`config.mk`:
```
export PLATFORM = sky130hd
export DESIGN_NAME = rnab_node
export DESIGN_NICKNAME = d
export VERILOG_FILES = /design/src/verilog/rnab_pkg.sv /design/src/verilog/rnab_baud_gen.sv /design/src/verilog/rnab_node.sv
export VERILOG_INCLUDE_DIRS = /design/src /design/src/verilog
export SDC_FILE = /design/constraint.sdc
export NUM_CORES = 1
export LEC_CHECK = 0
export BUFFER_PORTS_ARGS = -buffer_cell sky130_fd_sc_hd__buf_4
export CORE_MARGIN = 4
export CORE_UTILIZATION = 40
export DETAILED_ROUTE_END_ITERATION = 12
export SLEW_MARGIN = 20
export SYNTH_ARGS = -nofsm -noshare
export SYNTH_HDL_FRONTEND = slang
export SYNTH_SLANG_ARGS = --single-unit
```
`constraint.sdc`:
```
create_clock -name pclk -period 3.6 [get_ports pclk]
set_clock_uncertainty 0.1 [all_clocks]
set_input_delay 0.36 -clock pclk [delete_from_list [all_inputs] [get_ports pclk]]
set_output_delay 0.36 -clock pclk [all_outputs]
set_load 0.01 [all_outputs]
```
`src/verilog/rnab_defines.svh`:
```
// Constants of the node address and line rate block: timing, offsets, fields, resets.
`ifndef RNAB_DEFINES_SVH
`define RNAB_DEFINES_SVH

`define RNAB_CLK_HZ        200000000
`define RNAB_CLK_NS        5
`define RNAB_US_NS         1000
`define RNAB_US_CYC        (`RNAB_US_NS / `RNAB_CLK_NS)
`define RNAB_OVS           16

`define RNAB_DIV_9600      (`RNAB_CLK_HZ / (`RNAB_OVS * 9600))
`define RNAB_DIV_19200     (`RNAB_CLK_HZ / (`RNAB_OVS * 19200))
`define RNAB_DIV_38400     (`RNAB_CLK_HZ / (`RNAB_OVS * 38400))
`define RNAB_DIV_57600     (`RNAB_CLK_HZ / (`RNAB_OVS * 57600))
`define RNAB_DIV_115200    (`RNAB_CLK_HZ / (`RNAB_OVS * 115200))
`define RNAB_RATE_LAST     4'h4

`define RNAB_OFF_CTRL      8'h00
`define RNAB_OFF_TXDLY     8'h04
`define RNAB_OFF_STATUS    8'h08
`define RNAB_OFF_ADDR      8'h0c
`define RNAB_OFF_CMD       8'h10
`define RNAB_OFF_TXDATA    8'h14

`define RNAB_CTRL_UPPER    0
`define RNAB_CTRL_FOUR     1
`define RNAB_ST_NODE_LSB   0
`define RNAB_ST_RATE_LSB   4
`define RNAB_ST_RSVD       8
`define RNAB_ST_PEND       9
`define RNAB_ST_BUSY       10
`define RNAB_ST_FULL       11

`define RNAB_CTRL_RST      2'h0
`define RNAB_TXDLY_RST     16'h0064

`define RNAB_LOWER_BASE    8'h30
`define RNAB_UPPER_BASE    8'h20
`define RNAB_UPPER_ZERO    8'h40
`define RNAB_CR            8'h0d

`endif

```
`src/verilog/rnab_pkg.sv`:
```
// Types shared by the node address and line rate block.
package rnab_pkg;

    typedef enum logic [3:0] {
        RX_IDLE  = 4'h1,
        RX_START = 4'h2,
        RX_DATA  = 4'h4,
        RX_STOP  = 4'h8
    } rnab_rx_e;

    typedef enum logic [1:0] {
        TX_IDLE = 2'h1,
        TX_SEND = 2'h2
    } rnab_tx_e;

    typedef struct packed {
        logic four_wire;
        logic upper_bank;
    } rnab_ctrl_s;

    typedef struct packed {
        logic [3:0] rate_pos;
        logic [3:0] node_pos;
    } rnab_sw_s;

endpackage

```
`src/verilog/rnab_baud_gen.sv`:
```
// Oversampling tick divider for the serial line.
`timescale 1ns/100ps
module rnab_baud_gen #(
    parameter int DIV_W = 11
) (
    // Clock and reset.
    input  wire logic             pclk,
    input  wire logic             presetn,
    // Divisor and tick.
    input  wire logic [DIV_W-1:0] div,
    output logic                  tick
);

    logic [DIV_W-1:0] cnt_r;
    wire              wrap = (cnt_r >= div - DIV_W'(1));

    if (DIV_W < 11)
    begin : g_chk
        $error("Divisor width too small for the slowest line rate.");
    end

    always_ff @(posedge pclk or negedge presetn)
    begin
        if (!presetn)
        begin
            cnt_r <= '0;
            tick  <= 1'b0;
        end
        else
        begin
            cnt_r <= wrap ? '0 : cnt_r + DIV_W'(1);
            tick  <= wrap;
        end
    end

endmodule

```
`src/verilog/rnab_node.sv`:
```
// Serial command port with switch-set node address and line rate, and a reply delay set by software.
// Notes on behaviour
// - The address switch picks node 0 to 15, giving characters '0' to '9' and ':' to '?'.
// - With the upper bank selected, position 0 gives '@' and positions 1 to F give '!' to '/'.
// - The rate switch gives 9600, 19200, 38400, 57600 or 115200 bps; 5 to 9 are reserved.
// - The node waits a programmable transmit delay before driving its reply.
// - In four-wire mode the node listens on one pair and replies on the other.
//
// Added by the designer: the address map and the APB register port.
`include "rnab_defines.svh"
`timescale 1ns/100ps
module rnab_node #(
    parameter int ADDR_W = 8,
    parameter int DIV_W  = 11
) (
    // Clock and reset.
    input  wire logic              pclk,
    input  wire logic              presetn,
    // APB slave.
    input  wire logic              psel,
    input  wire logic              penable,
    input  wire logic              pwrite,
    input  wire logic [ADDR_W-1:0] paddr,
    input  wire logic [31:0]       pwdata,
    output logic [31:0]            prdata,
    output logic                   pready,
    output logic                   pslverr,
    // Rotary switches.
    input  wire logic [3:0]        node_address_switch,
    input  wire logic [3:0]        line_rate_switch,
    // Serial line.
    input  wire logic              rxd,
    output logic                   txd,
    output logic                   tx_drive_en
);

    if (ADDR_W < 8)
    begin : g_chk
        $error("Address width cannot hold the register map.");
    end

    // Pin synchronisers; the first stages feed only the second stages.
    logic [8:0] pin_s1_r;
    logic [8:0] pin_s2_r;
    always_ff @(posedge pclk or negedge presetn)
    begin
        if (!presetn)
        begin
            pin_s1_r <= 9'h1ff;
            pin_s2_r <= 9'h1ff;
        end
        else
        begin
            pin_s1_r <= {rxd, line_rate_switch, node_address_switch};
            pin_s2_r <= pin_s1_r;
        end
    end
    rnab_pkg::rnab_sw_s sw;
    assign sw = rnab_pkg::rnab_sw_s'(pin_s2_r[7:0]);

    // Registers written by software.
    rnab_pkg::rnab_ctrl_s ctrl_r;
    logic [15:0]          txdly_r;

    // Address character from the switch and bank.
    wire [7:0] lower_char = `RNAB_LOWER_BASE + {4'h0, sw.node_pos};
    wire [7:0] upper_char = (sw.node_pos == 4'h0) ? `RNAB_UPPER_ZERO
                          : `RNAB_UPPER_BASE + {4'h0, sw.node_pos};
    wire [7:0] addr_char  = ctrl_r.upper_bank ? upper_char : lower_char;
    wire [4:0] node_num   = {ctrl_r.upper_bank, sw.node_pos};

    // Line rate; a reserved position falls back to the slowest rate.
    wire             rate_rsvd = sw.rate_pos > `RNAB_RATE_LAST;
    wire [DIV_W-1:0] baud_div  =
        (sw.rate_pos == 4'h1) ? DIV_W'(`RNAB_DIV_19200) :
        (sw.rate_pos == 4'h2) ? DIV_W'(`RNAB_DIV_38400) :
        (sw.rate_pos == 4'h3) ? DIV_W'(`RNAB_DIV_57600) :
        (sw.rate_pos == 4'h4) ? DIV_W'(`RNAB_DIV_115200) : DIV_W'(`RNAB_DIV_9600);
    logic tick;
    rnab_baud_gen #(.DIV_W(DIV_W)) u_baud (
        .pclk    (pclk),
        .presetn (presetn),
        .div     (baud_div),
        .tick    (tick)
    );

    // In two-wire mode the node's own reply is not heard back as a command.
    rnab_pkg::rnab_tx_e tx_st_r;
    wire rx_line = (ctrl_r.four_wire || tx_st_r != rnab_pkg::TX_SEND) ? pin_s2_r[8]
                 : 1'b1;

    // Receiver.
    rnab_pkg::rnab_rx_e rx_st_r;
    logic [3:0]         rx_tc_r;
    logic [2:0]         rx_bc_r;
    logic [7:0]         rx_sh_r;
    logic               rx_vld_r;
    always_ff @(posedge pclk or negedge presetn)
    begin
        if (!presetn)
        begin
            rx_st_r  <= rnab_pkg::RX_IDLE;
            rx_tc_r  <= 4'h0;
            rx_bc_r  <= 3'h0;
            rx_sh_r  <= 8'h00;
            rx_vld_r <= 1'b0;
        end
        else
        begin
            rx_vld_r <= 1'b0;
            unique case (rx_st_r)
                rnab_pkg::RX_IDLE:
                    if (!rx_line)
                    begin
                        rx_st_r <= rnab_pkg::RX_START;
                        rx_tc_r <= 4'h0;
                    end
                rnab_pkg::RX_START:
                    if (tick)
                    begin
                        rx_tc_r <= rx_tc_r + 4'h1;
                        if (rx_tc_r == 4'h7)
                        begin
                            rx_st_r <= rx_line ? rnab_pkg::RX_IDLE : rnab_pkg::RX_DATA;
                            rx_tc_r <= 4'h0;
                            rx_bc_r <= 3'h0;
                        end
                    end
                rnab_pkg::RX_DATA:
                    if (tick)
                    begin
                        rx_tc_r <= rx_tc_r + 4'h1;
                        if (rx_tc_r == 4'hf)
                        begin
                            rx_sh_r <= {rx_line, rx_sh_r[7:1]};
                            rx_bc_r <= rx_bc_r + 3'h1;
                            if (rx_bc_r == 3'h7)
                                rx_st_r <= rnab_pkg::RX_STOP;
                        end
                    end
                rnab_pkg::RX_STOP:
                    if (tick)
                    begin
                        rx_tc_r <= rx_tc_r + 4'h1;
                        if (rx_tc_r == 4'hf)
                        begin
                            rx_st_r  <= rnab_pkg::RX_IDLE;
                            rx_vld_r <= rx_line;
                        end
                    end
            endcase
        end
    end

    // Command framing: address character, body, carriage return.
    logic       first_r;
    logic       match_r;
    logic       got_cmd_r;
    logic [7:0] cmd_r;
    logic       cmd_done_r;
    always_ff @(posedge pclk or negedge presetn)
    begin
        if (!presetn)
        begin
            first_r    <= 1'b1;
            match_r    <= 1'b0;
            got_cmd_r  <= 1'b0;
            cmd_r      <= 8'h00;
            cmd_done_r <= 1'b0;
        end
        else
        begin
            cmd_done_r <= 1'b0;
            if (rx_vld_r && first_r)
            begin
                match_r   <= (rx_sh_r == addr_char);
                first_r   <= (rx_sh_r == `RNAB_CR);
                got_cmd_r <= 1'b0;
            end
            else if (rx_vld_r && rx_sh_r == `RNAB_CR)
            begin
                first_r    <= 1'b1;
                match_r    <= 1'b0;
                cmd_done_r <= match_r;
            end
            else if (rx_vld_r && match_r && !got_cmd_r)
            begin
                cmd_r     <= rx_sh_r;
                got_cmd_r <= 1'b1;
            end
        end
    end

    // Reply delay in microseconds, started at the end of our own command.
    logic [7:0]  us_cnt_r;
    logic [15:0] dly_r;
    wire         us_tick = (us_cnt_r == 8'(`RNAB_US_CYC - 1));
    wire         dly_zero = (dly_r == 16'h0000);
    always_ff @(posedge pclk or negedge presetn)
    begin
        if (!presetn)
        begin
            us_cnt_r <= 8'h00;
            dly_r    <= 16'h0000;
        end
        else
        begin
            us_cnt_r <= us_tick ? 8'h00 : us_cnt_r + 8'h01;
            if (cmd_done_r)
                dly_r <= txdly_r;
            else if (us_tick && !dly_zero)
                dly_r <= dly_r - 16'h0001;
        end
    end

    // Transmitter; it drives only for a pending reply once the delay has run out.
    logic       pend_r;
    logic       hold_full_r;
    logic [7:0] hold_r;
    logic [9:0] tx_sh_r;
    logic [3:0] tx_tc_r;
    logic [3:0] tx_bc_r;
    logic       last_cr_r;
    wire        tx_start = (tx_st_r == rnab_pkg::TX_IDLE) && hold_full_r && pend_r && dly_zero;
    wire        tx_end   = (tx_st_r == rnab_pkg::TX_SEND) && tick && tx_tc_r == 4'hf
                        && tx_bc_r == 4'h9;
    wire        acc      = psel && penable;
    wire        wr_txd   = acc && pwrite && paddr[7:0] == `RNAB_OFF_TXDATA;
    wire        hold_ld  = wr_txd && pend_r && !hold_full_r;
    always_ff @(posedge pclk or negedge presetn)
    begin
        if (!presetn)
        begin
            tx_st_r     <= rnab_pkg::TX_IDLE;
            tx_sh_r     <= 10'h3ff;
            tx_tc_r     <= 4'h0;
            tx_bc_r     <= 4'h0;
            last_cr_r   <= 1'b0;
            hold_r      <= 8'h00;
            hold_full_r <= 1'b0;
            pend_r      <= 1'b0;
        end
        else
        begin
            // A new command that lands as the last reply ends keeps the node pending.
            pend_r <= cmd_done_r || (pend_r && !(tx_end && last_cr_r));
            if (hold_ld)
            begin
                hold_r      <= pwdata[7:0];
                hold_full_r <= 1'b1;
            end
            if (tx_start)
            begin
                tx_st_r     <= rnab_pkg::TX_SEND;
                tx_sh_r     <= {1'b1, hold_r, 1'b0};
                tx_tc_r     <= 4'h0;
                tx_bc_r     <= 4'h0;
                last_cr_r   <= (hold_r == `RNAB_CR);
                hold_full_r <= 1'b0;
            end
            else if (tx_st_r == rnab_pkg::TX_SEND && tick)
            begin
                tx_tc_r <= tx_tc_r + 4'h1;
                if (tx_tc_r == 4'hf)
                begin
                    tx_sh_r <= {1'b1, tx_sh_r[9:1]};
                    tx_bc_r <= tx_bc_r + 4'h1;
                    if (tx_end)
                        tx_st_r <= rnab_pkg::TX_IDLE;
                end
            end
        end
    end
    assign txd         = tx_sh_r[0];
    assign tx_drive_en = tx_st_r[1];

    // APB slave: zero wait states, read data latched in the setup cycle.
    wire [7:0] off    = paddr[7:0];
    wire       mapped = (off == `RNAB_OFF_CTRL) || (off == `RNAB_OFF_TXDLY)
                     || (off == `RNAB_OFF_STATUS) || (off == `RNAB_OFF_ADDR)
                     || (off == `RNAB_OFF_CMD) || (off == `RNAB_OFF_TXDATA);
    wire [31:0] status = {20'h00000, hold_full_r, tx_drive_en, pend_r, rate_rsvd,
                          sw.rate_pos, sw.node_pos};
    wire [31:0] rmux   = (off == `RNAB_OFF_CTRL)   ? {30'h0, ctrl_r} :
                         (off == `RNAB_OFF_TXDLY)  ? {16'h0000, txdly_r} :
                         (off == `RNAB_OFF_STATUS) ? status :
                         (off == `RNAB_OFF_ADDR)   ? {19'h00000, node_num, addr_char} :
                         (off == `RNAB_OFF_CMD)    ? {24'h000000, cmd_r} : 32'h00000000;
    assign pready  = 1'b1;
    assign pslverr = acc && !mapped;
    always_ff @(posedge pclk or negedge presetn)
    begin
        if (!presetn)
        begin
            prdata  <= 32'h00000000;
            ctrl_r  <= rnab_pkg::rnab_ctrl_s'(`RNAB_CTRL_RST);
            txdly_r <= `RNAB_TXDLY_RST;
        end
        else
        begin
            if (psel && !penable && !pwrite)
                prdata <= rmux;
            if (acc && pwrite && off == `RNAB_OFF_CTRL)
                ctrl_r <= rnab_pkg::rnab_ctrl_s'(pwdata[1:0]);
            if (acc && pwrite && off == `RNAB_OFF_TXDLY)
                txdly_r <= pwdata[15:0];
        end
    end
endmodule

```
==> results.sh <==
export IMPL_path_delay_family="compound AO/OA/AOI/OAI gates"
export IMPL_hp_class="in -> reg"
export IMPL_period_share_pct=76.4
export IMPL_fp_coreArea_mm2=0.0181
export IMPL_portBuffers=56
export IMPL_path_clk_slew_ps=60
export IMPL_nFillCells=1662
export IMPL_die_x_um=145
export IMPL_die_area_mm2=0.0209
export IMPL_place_hpwl_mm=11.8
export IMPL_routedWlPerCell_um=16.4
export IMPL_io_pins=90
export IMPL_pre_cts_ws_ps=721
export IMPL_p_per_area_mw_per_mm2=454
export IMPL_fp_dieH_um=145
export IMPL_antenna_found_initial=1
export IMPL_numCtsBuffers=17
export IMPL_finalWeightedCongestion=0.884
export IMPL_slowest_stage="dfstp_2"
export IMPL_synth_cell_types=64
export IMPL_via_per_inst=5.40
export IMPL_cts_buffer_depth=2
export IMPL_wl_met1_mm=7.81
export IMPL_via_count=5464
export IMPL_yosysWarnings=0
export IMPL_drv_slew=0
export IMPL_syn_inst=714
export IMPL_wl_met3_um=893
export IMPL_postCtsSetupRepairBufs=0
export IMPL_ys_ff_latch=150
export IMPL_clkPwrFrac_pct=43.8
export IMPL_top_layer_used="met5"
export IMPL_fmax_mhz=364
export IMPL_drt_iter0_drc=308
export IMPL_cpPeakStageDelay_ps=590
export IMPL_critPathKind="reg -> reg"
export IMPL_net_switching_power_w=0.00101
export IMPL_arrival_ps=2960
export IMPL_ys_seq_area_share_pct=50.8
export IMPL_p_int_w=0.00295
export IMPL_grt_max_degree=96
export IMPL_initial_utilization_pct=41.2
export IMPL_cts_tree="yes"
export IMPL_clock_sinks=150
export IMPL_rsz0062_at_grt="no"
export IMPL_drive_gt1_share_pct=23.1
export IMPL_setup_viol=0
export IMPL_dr_wl_met2_mm=7.56
export IMPL_comb_power_share_pct=9.8
export IMPL_grt_pass1_vias=5304
export IMPL_ant_nets=0
export IMPL_seq_power_share_pct=46.3
export IMPL_finalNetCount=844
export IMPL_hold_slack_ps=74.4
export IMPL_required_ps=3810
export IMPL_synth_top_area_share_pct=39.2
export IMPL_crit_cells=9
export IMPL_period_needed_ps=2750
export IMPL_status="completed"
export IMPL_ys_flop_type="dfrtp_1"
export IMPL_worst_slew_pin_transition_ps=905
export IMPL_crit_path_start_kind="flop"
export IMPL_clock_latency_ps=420
export IMPL_end_kind="flop"
export IMPL_setup_tns_ps=0
export IMPL_drc_errors=0
export IMPL_p_leak_nw=3.92
export IMPL_h_tree_depth=4
export IMPL_async_flop_share_pct=100
export IMPL_synth_area_per_cell_um2=10.5
export IMPL_netlist_top_cells_area="dfrtp_1 (39%), dfstp_2 (12%), mux2_2 (6.9%)"
export IMPL_relSlewSlack_pct=39.5
export IMPL_final_hold_violation_count=0
export IMPL_whs_path_depth=2
export IMPL_cpMostUsedCell="nand2_1"
export IMPL_reg2regPathDepth=9
export IMPL_synth_top_area_cell="dfrtp_1"
export IMPL_switching_share_pct=25.5
export IMPL_firstDrtPassIters=7
export IMPL_area_growth_pct=16.6
export IMPL_postCtsHoldBufs=10
export IMPL_fin_ws_ps=851
export IMPL_cts_repair_resized=0
export IMPL_rows=49
export IMPL_crit_fanout=12
export IMPL_worst_ir_drop_vdd_uv=325
export IMPL_worstPathCellList="nor2_1 -> nand2_1 -> a21o_1 -> nand2_1 -> ha_1 -> a2111o_1 -> a221o_1 -> a211o_1 -> and2_1"
export IMPL_synth_edf_count=0
export IMPL_overflow=0
export IMPL_n_antenna_cell=0
export IMPL_grt_pass1_wl_mm=27.2
export IMPL_max_cap_viol_count=0
export IMPL_clock_root_buffer="clkbuf_16"
export IMPL_wirelength_mm=16.6
export IMPL_crit_buf_inv=0
export IMPL_synth_cell_area_mm2=0.00747
export IMPL_track_usage_pct=16.5
-- final cells by class --
class                      instances  area (um2)  share of cell area, %
clock inverter                    12         115                   1.32
timing repair buffer              72         582                   6.68
inverter                          14        52.6                  0.603
multi-input combinational        515        3410                   39.2
sequential                       150        3800                   43.6
tap                              229         287                   3.29
clock buffer                      20         468                   5.37
-- layer usage --
metal,vias up,GRT usage [%]
met5,-,0
met4,2,5.60
met3,23,4.04
met2,147,25.5
met1,2656,22.9
li1,2636,-
-- cells by family (layout without fill, tap and decap cells) --
kind of cell    count (synthesis)  after routing  share of synthesized area (%)
simple gates                  248            248                           17.2
flops                         150            150                           50.8
compound gates                135            135                           11.4
buf+inv                        64            118                           4.34
mux                            57             57                           8.40
xor+xnor                       38             38                           4.45
fa+ha+maj                      20             20                           3.35
other cells                     2             17                          0.100
-- flip-flops by register name, summed over array words and instances, names as in the netlist, 9 cells and up --
signal and count:
dly_r 16, pin_s1_r 9, prdata 16, u_baud.cnt_r 11, txdly_r 16, tx_sh_r 9
pin_s2_r 9
-- cells in the mapped netlist (all sizes together), types with 15 or more instances --
library cell  instances
o21ai                39
a21oi                40
buf                  24
mux2                 46
nor3                 19
xnor2                23
ha                   20
dfrtp               117
xor2                 15
dfstp                33
clkbuf               26
nor2                 52
nand3                21
nand2                77
-- metrics by stage --
stage               power, W  cell area (um2)  util [%]  cells
finish               0.00396             8710      48.0   1012
global route         0.00416             8710      48.0   1012
CTS                  0.00401             8710      48.0   1012
detailed placement   0.00224             8030      44.2    970
global placement     0.00223             8030      44.2    970
floorplan            0.00211             7530         -    729
-- cells in the final DEF (no fill, tap or decap), drive strengths merged, types with 6 or more instances in the layout --
cell,count
a21o,9
a21oi,40
a22oi,6
buf,62
clkbuf,20
conb,17
dfrtp,117
dfstp,33
dlygate4sd3,10
ha,20
inv,18
mux2,46
mux2i,11
nand2,77
nand2b,10
nand3,21
nand4,8
nor2,52
nor2b,6
nor3,19
nor4,13
o21ai,39
xnor2,23
xor2,15
-- worst paths after layout --
path	start	endpoint	slack, ps
worst min-delay path	pwdata[9]	txdly_r[9]	70
max in group asynchronous	presetn	pin_s1_r[2]	2050
worst max register to register	pin_s2_r[5]	u_baud.tick	850
min in group asynchronous	presetn	prdata[15]	510
worst max-delay path	pin_s2_r[5]	u_baud.tick	850
worst min register to register	pin_s1_r[5]	pin_s2_r[5]	260
-- power groups by stage --
stage               combinational (W)  sequential (W)  clock, W
detailed placement           0.000382         0.00186         0
finish                       0.000389         0.00183   0.00173
floorplan                    0.000273         0.00184         0
CTS                          0.000393         0.00183   0.00178
global route                 0.000450         0.00184   0.00187
global placement             0.000368         0.00186         0
Power figures use the tool's default switching activity.
